==> config.mk <==
export PLATFORM = sky130hd
export DESIGN_NAME = mdad_alarm
export DESIGN_NICKNAME = d
export VERILOG_FILES = /design/src/verilog/mdad_pkg.sv /design/src/verilog/mdad_alarm.sv
export SDC_FILE = /design/constraint.sdc
export NUM_CORES = 1
export LEC_CHECK = 0
export ABC_AREA = 0
export BUFFER_PORTS_ARGS = -buffer_cell sky130_fd_sc_hd__buf_2
export CAP_MARGIN = 10
export CORE_MARGIN = 1
export CORE_UTILIZATION = 42
export CTS_CLUSTER_SIZE = 40
export DETAILED_ROUTE_END_ITERATION = 7
export MAX_ROUTING_LAYER = met4
export SYNTH_ARGS = -nofsm -noshare
export SYNTH_HDL_FRONTEND = slang
export SYNTH_SLANG_ARGS = --single-unit
==> constraint.sdc <==
create_clock -name CLK_I -period 4.02 [get_ports CLK_I]
set_clock_uncertainty 0.1 [all_clocks]
set_input_delay 0 -clock CLK_I [delete_from_list [all_inputs] [get_ports CLK_I]]
set_output_delay 0 -clock CLK_I [all_outputs]
set_load 0.01 [all_outputs]
==> src/verilog/mdad_pkg.sv <==
// constants and state type of the motor driver alarm detector
package mdad_pkg;
   // register byte offsets
   localparam logic [7:0] OFS_CTRL = 8'h00;
   localparam logic [7:0] OFS_STATUS = 8'h04;
   localparam logic [7:0] OFS_MASK = 8'h08;
   localparam logic [7:0] OFS_CODE = 8'h0c;
   localparam logic [7:0] OFS_RES = 8'h10;
   localparam logic [7:0] OFS_WRAP = 8'h14;
   localparam logic [7:0] OFS_ERRLIM = 8'h18;
   localparam logic [7:0] OFS_TMO = 8'h1c;
   localparam logic [7:0] OFS_ERRCNT = 8'h20;
   // field positions
   localparam int CTRL_EN_BIT = 0;
   localparam int WRAP_EN_BIT = 31;
   localparam int CODE_ACT_BIT = 8;
   // reset values
   localparam logic [15:0] RES_RST = 16'h03e8;
   localparam logic [15:0] WRAP_RNG_RST = 16'h03e8;
   localparam logic [7:0] ERRLIM_RST = 8'h03;
   localparam logic [15:0] TMO_RST = 16'h0000;
   // limits
   localparam logic [15:0] RES_MIN = 16'h0064;
   localparam logic [15:0] RES_MAX = 16'h2710;
   localparam logic [15:0] PUSH_SPD_MAX = 16'h01f4;
   localparam logic [3:0] LINK_MAX = 4'h4;
   localparam logic [3:0] RATE_MAX = 4'h4;
   // alarm codes, index order is also priority order
   localparam int NALM = 8;
   localparam logic [7:0] C_OPDATA = 8'h70;
   localparam logic [7:0] C_GEAR = 8'h71;
   localparam logic [7:0] C_WRAP = 8'h72;
   localparam logic [7:0] C_NETBUS = 8'h81;
   localparam logic [7:0] C_RATE = 8'h83;
   localparam logic [7:0] C_LINKERR = 8'h84;
   localparam logic [7:0] C_TIMEOUT = 8'h85;
   localparam logic [7:0] C_CONV = 8'h8e;
   localparam logic [2:0] I_OPDATA = 3'h0;
   localparam logic [2:0] I_GEAR = 3'h1;
   localparam logic [2:0] I_WRAP = 3'h2;
   localparam logic [2:0] I_NETBUS = 3'h3;
   localparam logic [2:0] I_RATE = 3'h4;
   localparam logic [2:0] I_LINKERR = 3'h5;
   localparam logic [2:0] I_TIMEOUT = 3'h6;
   localparam logic [2:0] I_CONV = 3'h7;
   localparam int WRAP_BLINKS = 7;
   // timing
   localparam int CLK_PERIOD_NS = 8;
   localparam int MS_NS = 1000000;
   localparam int MS_CYCLES = MS_NS / CLK_PERIOD_NS;

   typedef struct packed {
      logic ack;
      logic [31:0] rdata;
      logic ctrl_en;
      logic [7:0] status;
      logic [7:0] mask;
      logic [15:0] res;
      logic wrap_en;
      logic [15:0] wrap_rng;
      logic [7:0] err_lim;
      logic [15:0] tmo_lim;
      logic [7:0] err_cnt;
      logic [16:0] ms_cyc;
      logic [15:0] ms_cnt;
      logic alm_act;
      logic [2:0] alm_idx;
      logic [6:0] s1;
      logic [6:0] s2;
      logic clr_prev;
   } mdad_state_t;
endpackage : mdad_pkg

==> src/verilog/mdad_alarm.sv <==
// alarm detection, latching, excitation control and register slave
//
// Contract
// [RULE_01] linked data with mixed directions raises code 70h
// [RULE_02] five or more linked entries raise code 70h
// [RULE_03] positioning start at speed zero raises code 70h
// [RULE_04] push-motion start above 500 r/min raises code 70h
// [RULE_05] resolution outside 100..10000 raises code 71h
// [RULE_06] wrap range inconsistent with resolution raises 72h, seven blinks (no blink output is driven; WRAP_BLINKS is unused)
// [RULE_07] master disconnect while motor runs raises code 81h
// [RULE_08] out-of-range rate switch setting raises code 83h
// [RULE_09] consecutive link errors reaching threshold raise code 84h
// [RULE_10] no master contact within timeout raises code 85h
// [RULE_11] network converter alarm raises code 8Eh
// [RULE_12] excitation-off alarms cut current and apply the brake
// [RULE_13] excitation-on alarms keep current flowing
// [RULE_14] resettable alarms clear on falling edge of the clear input
// [RULE_15] active alarm code stays readable until cleared
//
// The Avalon-MM interface to the registers and the address map were left to the implementer.
`timescale 1ns/1ps
module mdad_alarm #(
   parameter int MS_CYC = mdad_pkg::MS_CYCLES
) (
   input wire logic CLK_I,
   input wire logic RST_I,
   input wire logic [7:0] AVS_ADDRESS_I,
   input wire logic AVS_READ_I,
   input wire logic AVS_WRITE_I,
   input wire logic [31:0] AVS_WRITEDATA_I,
   input wire logic [3:0] AVS_BYTEENABLE_I,
   output logic [31:0] AVS_READDATA_O,
   output logic AVS_WAITREQUEST_O,
   input wire logic OP_START_I,
   input wire logic OP_PUSH_I,
   input wire logic [3:0] OP_LINKS_I,
   input wire logic OP_DIR_MIXED_I,
   input wire logic [15:0] OP_SPEED_I,
   input wire logic MOTOR_RUN_I,
   input wire logic LINK_OK_I,
   input wire logic LINK_ERR_I,
   input wire logic NET_DISC_I,
   input wire logic CONV_ALARM_I,
   input wire logic ALARM_CLEAR_INPUT_I,
   input wire logic [3:0] RATE_SELECT_SWITCH_I,
   output logic ALARM_O,
   output logic [7:0] ALARM_CODE_O,
   output logic EXCITE_O,
   output logic BRAKE_O,
   output logic IRQ_O
);
   function automatic logic [7:0] code_of(input logic [2:0] i);
      case (i)
         mdad_pkg::I_OPDATA: code_of = mdad_pkg::C_OPDATA;
         mdad_pkg::I_GEAR: code_of = mdad_pkg::C_GEAR;
         mdad_pkg::I_WRAP: code_of = mdad_pkg::C_WRAP;
         mdad_pkg::I_NETBUS: code_of = mdad_pkg::C_NETBUS;
         mdad_pkg::I_RATE: code_of = mdad_pkg::C_RATE;
         mdad_pkg::I_LINKERR: code_of = mdad_pkg::C_LINKERR;
         mdad_pkg::I_TIMEOUT: code_of = mdad_pkg::C_TIMEOUT;
         default: code_of = mdad_pkg::C_CONV;
      endcase
   endfunction : code_of

   // excitation-on alarms are also the resettable ones
   function automatic logic exc_on(input logic [2:0] i);
      exc_on = !(i == mdad_pkg::I_GEAR || i == mdad_pkg::I_WRAP ||
                 i == mdad_pkg::I_RATE);
   endfunction : exc_on

   function automatic logic [31:0] merge(input logic [31:0] o,
                                         input logic [31:0] n,
                                         input logic [3:0] be);
      merge = o;
      for (int b = 0; b < 4; b++) begin
         if (be[b]) begin
            merge[b*8 +: 8] = n[b*8 +: 8];
         end
      end
   endfunction : merge

   mdad_pkg::mdad_state_t q, d;
   logic [7:0] ev;
   logic [2:0] first;
   logic clr_fall;
   logic req;
   logic [31:0] rd;
   logic [31:0] wv;
   logic link_done;

   assign req = AVS_READ_I | AVS_WRITE_I;
   assign clr_fall = q.clr_prev & !q.s2[2];
   assign link_done = q.tmo_lim != 16'h0000 && q.ms_cnt >= q.tmo_lim;

   always_comb begin
      ev = 8'h00;
      ev[mdad_pkg::I_OPDATA] = OP_START_I && (OP_DIR_MIXED_I // RULE_01
         || OP_LINKS_I > mdad_pkg::LINK_MAX // RULE_02
         || (!OP_PUSH_I && OP_SPEED_I == 16'h0000) // RULE_03
         || (OP_PUSH_I && OP_SPEED_I > mdad_pkg::PUSH_SPD_MAX)); // RULE_04
      ev[mdad_pkg::I_GEAR] = q.ctrl_en && (q.res < mdad_pkg::RES_MIN
         || q.res > mdad_pkg::RES_MAX); // RULE_05
      // a wrap range below one revolution cannot be represented
      ev[mdad_pkg::I_WRAP] = q.ctrl_en && q.wrap_en
         && (q.wrap_rng == 16'h0000 || q.wrap_rng < q.res); // RULE_06
      ev[mdad_pkg::I_NETBUS] = MOTOR_RUN_I && q.s2[0]; // RULE_07
      ev[mdad_pkg::I_RATE] = q.s2[6:3] > mdad_pkg::RATE_MAX; // RULE_08
      ev[mdad_pkg::I_LINKERR] = LINK_ERR_I && !LINK_OK_I
         && q.err_lim != 8'h00
         && q.err_cnt + 8'h01 >= q.err_lim; // RULE_09
      ev[mdad_pkg::I_TIMEOUT] = link_done && !LINK_OK_I; // RULE_10
      ev[mdad_pkg::I_CONV] = q.s2[1]; // RULE_11
      first = 3'h0;
      for (int i = mdad_pkg::NALM - 1; i >= 0; i--) begin
         if (ev[i]) begin
            first = 3'(i);
         end
      end
   end

   always_comb begin
      rd = 32'h0000_0000;
      case (AVS_ADDRESS_I)
         mdad_pkg::OFS_CTRL: rd[mdad_pkg::CTRL_EN_BIT] = q.ctrl_en;
         mdad_pkg::OFS_STATUS: rd[7:0] = q.status;
         mdad_pkg::OFS_MASK: rd[7:0] = q.mask;
         mdad_pkg::OFS_CODE: begin
            rd[7:0] = q.alm_act ? code_of(q.alm_idx) : 8'h00; // RULE_15
            rd[mdad_pkg::CODE_ACT_BIT] = q.alm_act;
         end
         mdad_pkg::OFS_RES: rd[15:0] = q.res;
         mdad_pkg::OFS_WRAP: begin
            rd[15:0] = q.wrap_rng;
            rd[mdad_pkg::WRAP_EN_BIT] = q.wrap_en;
         end
         mdad_pkg::OFS_ERRLIM: rd[7:0] = q.err_lim;
         mdad_pkg::OFS_TMO: rd[15:0] = q.tmo_lim;
         mdad_pkg::OFS_ERRCNT: rd[7:0] = q.err_cnt;
         default: rd = 32'h0000_0000;
      endcase
   end

   always_comb begin
      d = q;
      d.s1 = {RATE_SELECT_SWITCH_I, ALARM_CLEAR_INPUT_I, CONV_ALARM_I,
              NET_DISC_I};
      d.s2 = q.s1;
      d.clr_prev = q.s2[2];
      // one wait cycle per access; readdata lands with waitrequest low
      d.ack = req && !q.ack;
      if (req && !q.ack) begin
         d.rdata = AVS_READ_I ? rd : q.rdata;
      end
      // merged write word; a function result cannot be sliced directly
      wv = 32'h0000_0000;
      if (AVS_WRITE_I && q.ack) begin
         case (AVS_ADDRESS_I)
            mdad_pkg::OFS_CTRL: begin
               wv = merge({31'h0, q.ctrl_en}, AVS_WRITEDATA_I,
                          AVS_BYTEENABLE_I);
               d.ctrl_en = wv[mdad_pkg::CTRL_EN_BIT];
            end
            mdad_pkg::OFS_STATUS:
               if (AVS_BYTEENABLE_I[0]) begin
                  d.status = q.status & ~AVS_WRITEDATA_I[7:0];
               end
            mdad_pkg::OFS_MASK: begin
               wv = merge({24'h0, q.mask}, AVS_WRITEDATA_I,
                          AVS_BYTEENABLE_I);
               d.mask = wv[7:0];
            end
            mdad_pkg::OFS_RES: begin
               wv = merge({16'h0, q.res}, AVS_WRITEDATA_I,
                          AVS_BYTEENABLE_I);
               d.res = wv[15:0];
            end
            mdad_pkg::OFS_WRAP: begin
               wv = merge({q.wrap_en, 15'h0, q.wrap_rng},
                          AVS_WRITEDATA_I, AVS_BYTEENABLE_I);
               d.wrap_en = wv[mdad_pkg::WRAP_EN_BIT];
               d.wrap_rng = wv[15:0];
            end
            mdad_pkg::OFS_ERRLIM: begin
               wv = merge({24'h0, q.err_lim}, AVS_WRITEDATA_I,
                          AVS_BYTEENABLE_I);
               d.err_lim = wv[7:0];
            end
            mdad_pkg::OFS_TMO: begin
               wv = merge({16'h0, q.tmo_lim}, AVS_WRITEDATA_I,
                          AVS_BYTEENABLE_I);
               d.tmo_lim = wv[15:0];
            end
            default: d.ctrl_en = q.ctrl_en;
         endcase
      end
      // new events set status after the clear so a same-cycle event wins
      d.status = d.status | ev;
      // consecutive error count; any good frame restarts it
      if (LINK_OK_I) begin
         d.err_cnt = 8'h00;
      end else if (LINK_ERR_I && q.err_cnt != 8'hff) begin // RULE_09
         d.err_cnt = q.err_cnt + 8'h01;
      end
      // timeout counts whole milliseconds since the last good frame
      if (LINK_OK_I || q.tmo_lim == 16'h0000) begin
         d.ms_cyc = 17'h0;
         d.ms_cnt = 16'h0;
      end else if (!link_done) begin // RULE_10
         if (q.ms_cyc == 17'(MS_CYC - 1)) begin
            d.ms_cyc = 17'h0;
            d.ms_cnt = q.ms_cnt + 16'h0001;
         end else begin
            d.ms_cyc = q.ms_cyc + 17'h1;
         end
      end
      // power-cycle alarms ignore the clear input
      if (q.alm_act && clr_fall && exc_on(q.alm_idx)) begin // RULE_14
         d.alm_act = 1'b0;
         d.err_cnt = 8'h00;
         d.ms_cyc = 17'h0;
         d.ms_cnt = 16'h0;
      end
      // first alarm is kept so its cause is not overwritten
      if (!d.alm_act && |ev) begin // RULE_15
         d.alm_act = 1'b1;
         d.alm_idx = first;
      end
   end

   always_ff @(posedge CLK_I or posedge RST_I) begin
      if (RST_I) begin
         q <= '0;
         q.res <= mdad_pkg::RES_RST;
         q.wrap_rng <= mdad_pkg::WRAP_RNG_RST;
         q.err_lim <= mdad_pkg::ERRLIM_RST;
         q.tmo_lim <= mdad_pkg::TMO_RST;
      end else begin
         q <= d;
      end
   end

   assign AVS_WAITREQUEST_O = req && !q.ack;
   assign AVS_READDATA_O = q.rdata;
   assign ALARM_O = q.alm_act;
   assign ALARM_CODE_O = q.alm_act ? code_of(q.alm_idx) : 8'h00;
   assign EXCITE_O = !q.alm_act || exc_on(q.alm_idx); // RULE_12 RULE_13
   assign BRAKE_O = q.alm_act && !exc_on(q.alm_idx); // RULE_12
   assign IRQ_O = |(q.status & q.mask);
endmodule : mdad_alarm

; ---- Word-level counts from Yosys, hierarchy flattened
; Cells that the tools add are included.
; W data, S select, Z words.
[totals]
ff_bits = 152
latch_bits = 0
ram_bits = 0
romBits = 0
inputBits = 81
output_inout_bits = 45
wordCells = 153
n_memories = 0
[op_classes]
addsub = 3
multipliers = 0
div_mod_pow = 0
n_lt_le_gt_ge = 8
eq_ne = 17
shifts = 0
n_mux = 40
n_bitwise = 6
n_reduce_logical = 58
[ops]
columns = cell, count
row1 = $mux W8, 16
row2 = $mux W73, 1
row3 = $mux W33, 2
row4 = $pmux W7 S8, 1
row5 = $pmux W8 S7, 1
row6 = $logic_not A16 Y1, 3
row7 = $mux W16, 3
row8 = $mux W42, 1
row9 = $mux W17, 2
row10 = $eq A8 B5 Y1 const B, 4
row11 = $reduce_and A3 Y1, 10
row12 = $mux W3, 8
row13 = $pmux W7 S3, 1
row14 = $logic_and A1 B1 Y1, 19
row15 = $add A17 B1 Y17 const B, 1
row16 = $eq A17 B17 Y1 const B, 1
row17 = $add A16 B1 Y16 const B, 1
row18 = $and A8 B8 Y8, 2
row19 = $eq A8 B4 Y1 const B, 2
row20 = $ge A16 B16 Y1, 1
row21 = $gt A16 B14 Y1 const B, 1
row22 = $gt A16 B9 Y1 const B, 1
row23 = $lt A16 B16 Y1, 1
row24 = $lt A16 B7 Y1 const B, 1
row25 = other kinds (27), 48

; ---- Depth between registers and ports, before layout
[depth]
ltp_word = 11
depth_mapped = 12
mapped_depth_nobuf = 12

; ---- Worst setup path after synthesis
; Ideal clock, no wire load.
[synth_timing]
path_type = register to register
startpoint = reg q[52] (netlist name)
endpoint = reg q[15] (netlist name)
setup_ps = 125
t_arrival_ps = 2539
required_ps = 3795
path_slack_ps = 1256
stages_incl_launch_ff = 13
path_buffers = 0
synth_period_minus_slack_ps = 2764
path_cell_list = dfrtp_1 -> ha_1 -> nand3_1 -> nor2_1 -> xor2_1 -> ha_1 -> a21o_1 -> a21oi_1 -> nor2_1 -> a211o_1 -> nor3_1 -> a21oi_2 -> mux2_2
[synth_via]
elab_chain_cells = 9
word_cells_on_any_way = 11
classes_between = add/sub: 1 / order compare: 1 / mux: 6 / reduce/logical: 3
[synth_rtl]
columns = element, line
row1 = start: declaration, mdad_alarm.sv:82  ; mdad_pkg::mdad_state_t q, d;
row2 = $add A8 B1 Y8 (*), mdad_alarm.sv:110  ; && q.err_cnt + 8'h01 >= q.err_lim;
row3 = $ge A8 B8 Y1 (*), mdad_alarm.sv:110
row4 = $logic_and A1 B1 Y1 (*), mdad_alarm.sv:110
row5 = $mux W3 (6 in a row), mdad_alarm.sv:115  ; if (ev[i]) begin
; Every way passes the cells marked *; elsewhere a longest branch is shown, timed or not.
; A chain may end at the register's enable or synchronous reset.

; ---- Worst setup path after layout
; Ends and elaborated chain as after synthesis.

==> run metrics <==
status=finished with violations; failing checks=DRC; gp weighted congestion=0.919; kind of critical path=register to register; data required time of the worst path=4240 ps; post-synth top area share=41.0%; Die ar.=0.0206 mm²; Worst-Skew Late Latency=440 ps; Async S/R FF share, synth=100%; post-synthesis mux area share=9.21%; most used flip-flop cell after synthesis=dfrtp_1; simple-gate share of the synthesized area=16.3%; Synth cell types=65; die width=144 µm; count leader, synth=dfrtp_1; type of origin of the critical path=register; #FFs+latches synth=152; antenna violations before repair=0; IO Pins=126; Post-synth EDFFs=0; P per Cell Area=407 mW/mm²; final WL=21.2 mm; Fin. Hold Viols=0; Tcrit/Tclk final=78.8%; top cells by area, synth=dfrtp_1 41%, mux2_2 9.0%, ha_1 6.2%, dfstp_2 4.4%, nand2_1 3.8%; CTS root buf=clkbuf_16; Final nets=1072; first-pass GRT wire length=33.8 mm; Final Core Density=51.4%; vias in the first global route=6352; Synth Area in XOR/XNOR=2.71%; clk slew on worst S/H paths=60 ps; post-synth top area cell=dfrtp_1; largest family of logic cells by synthesized area=simple AND/OR/NAND/NOR gates; maximum clock path buffer count=2; worst hold path stage count=4; post-synthesis compound-gate area fraction=13.7%; Final Instance Count excl. Fillers=1227; layout cells sized above 1=24.0%; Num CTS Buffers=17; Setup Total Neg Slack=0 ps; fmax=316 MHz; sequential area share after synthesis=45.4%; Worst EP arrival=3380 ps; ANT nets after route=0; Tmin final=3170 ps; Rel. slew slack=42.9%; post-synthesis adder-cell area fraction=6.25%; WL/cell=17.3 µm; PortBufs=94; Clock Sink Count=152; Post-synth top cells=138 x dfrtp_1, 85 x nand2_1, 67 x mux2_2; row count=51; Layout area overhead=19.3%; Worst-Margin Slew=852 ps; DRT Pass-1 Iters=8; maximum fanout along the worst path=5; endpoints failing setup=0; Hold Slack=36.2 ps; total power=4080 µW; DRC Markers=6; RSZ-0062 raised after global routing=no; Reg2Reg Depth=12; vias=6703; fin. max-slew vios=0; Post-Syn Area=0.00841 mm²; DIE HEIGHT=144 µm; Overall Global Routing Usage=22.5%; Fill cells=1810; Initial Utilization=43.1%; H-tree Lvls=4; Mapped Avg Cell Area=10.1 µm²; core box area=0.0195 mm²; largest net degree at the start of global routing=106; DRT iter0 DRCs=567; P_leak=0.00450 µW; max-cap viol count=0; synth warn=0; Synth Instances=832; peak supply drop=0.342 mV; HP Class=input port to register; Worst Setup End Kind=register; placed insts=1159; CTS tree=done; Antenna Cells=0; HPWL after DPL=15.3 mm; gr ovfl total=0; vias per inst=5.46
==> routing by layer <==
metal / vias up / GRT usage (%) / share of wire, %
met3: 45 / 3.93 / 5.4
li1: 3226 / - / -
met5: - / - / 0
met1: 3225 / 29.7 / 46
met4: 0 / 9.74 / 2.8
met2: 207 / 34.1 / 45
==> critical path: stages (launching register included) <==
cell and delay (ps):
dfrtp_1 450, ha_1 240, nand3_1 160, nor2_1 260
xor2_1 200, ha_1 270, a21o_1 190, a21oi_1 150
nor2_1 70, a211o_1 250, nor3_1 330, a21oi_2 100
mux2_2 270
==> final cells by class <==
type	instances	area [µm²]	share of cell area (%)
clock buffer	20	467	4.65
timing repair buffer	141	926	9.22
clock inverter	12	196	1.96
sequential	152	3820	38.1
multi-input combinational	589	4110	41.0
inverter	48	184	1.83
tap	265	332	3.30
==> stage by stage <==
| step | setup slack [ps] | cell area [µm²] |
|---|---|---|
| floorplan | 1260 | 8470 |
| global placement | 934 | 9010 |
| detailed placement | 934 | 9010 |
| CTS | 839 | 10000 |
| global route | 638 | 10000 |
| finish | 854 | 10000 |
==> sequential cells by signal, indices dropped and copies added, names as in the netlist <==
register and flops:
ev 1, d 8, ALARM_O 1, AVS_READDATA_O 17
q 125
==> cells by family (layout without fill, tap and decap cells) <==
group                    after synthesis  count (layout)
multiplexers                          69              69
XOR/XNOR                              26              26
AND/OR/NAND/NOR                      276             276
other                                  1              15
flip-flops                           152             152
AO/OA/AOI/OAI                        161             161
buffers and inverters                105             221
adder cells (fa/ha/maj)               42              42
==> final timing paths <==
path                       slack [ps]      start      to
max in group asynchronous        2740      RST_I  q[109]
hold / removal                     40  LINK_OK_I  q[131]
setup / recovery                  850      q[52]   q[15]
setup reg to reg                  850      q[52]   q[15]
min in group asynchronous         120      RST_I    d[6]
hold reg to reg                   250       d[6]    q[6]
==> power by group <==
part	leakage (µW)	total (µW)	internal [µW]	switching, µW
sequential	0.00197	1670	1590	75.4
combinational	0.00221	618	252	366
clock	0.000318	1800	1150	647
total	0.00450	4080	2990	1090
==> cells in the final DEF (no fill, tap or decap), drive strengths merged, types with 15 or more instances in the layout <==
| cell type | n |
|---|---|
| dfrtp | 138 |
| buf | 105 |
| nand2 | 85 |
| mux2 | 67 |
| nor2 | 55 |
| inv | 47 |
| ha | 42 |
| o21ai | 41 |
| dlygate4sd3 | 36 |
| a21oi | 25 |
| nand3 | 23 |
| nor3 | 23 |
| clkbuf | 20 |
| xnor2 | 16 |
| nor4 | 16 |
| nand4 | 15 |
| conb | 15 |
==> timing repair <==
item | 4_1_cts | 5_1_grt
hold buffers | 36 | 0
resized for setup | 0 | 0
hold endpoints to repair | 117 | 0
setup buffers | 0 | 0
endpoints found under the setup margin | 0 | 0
No activity file was read; power rests on OpenSTA's default activity.
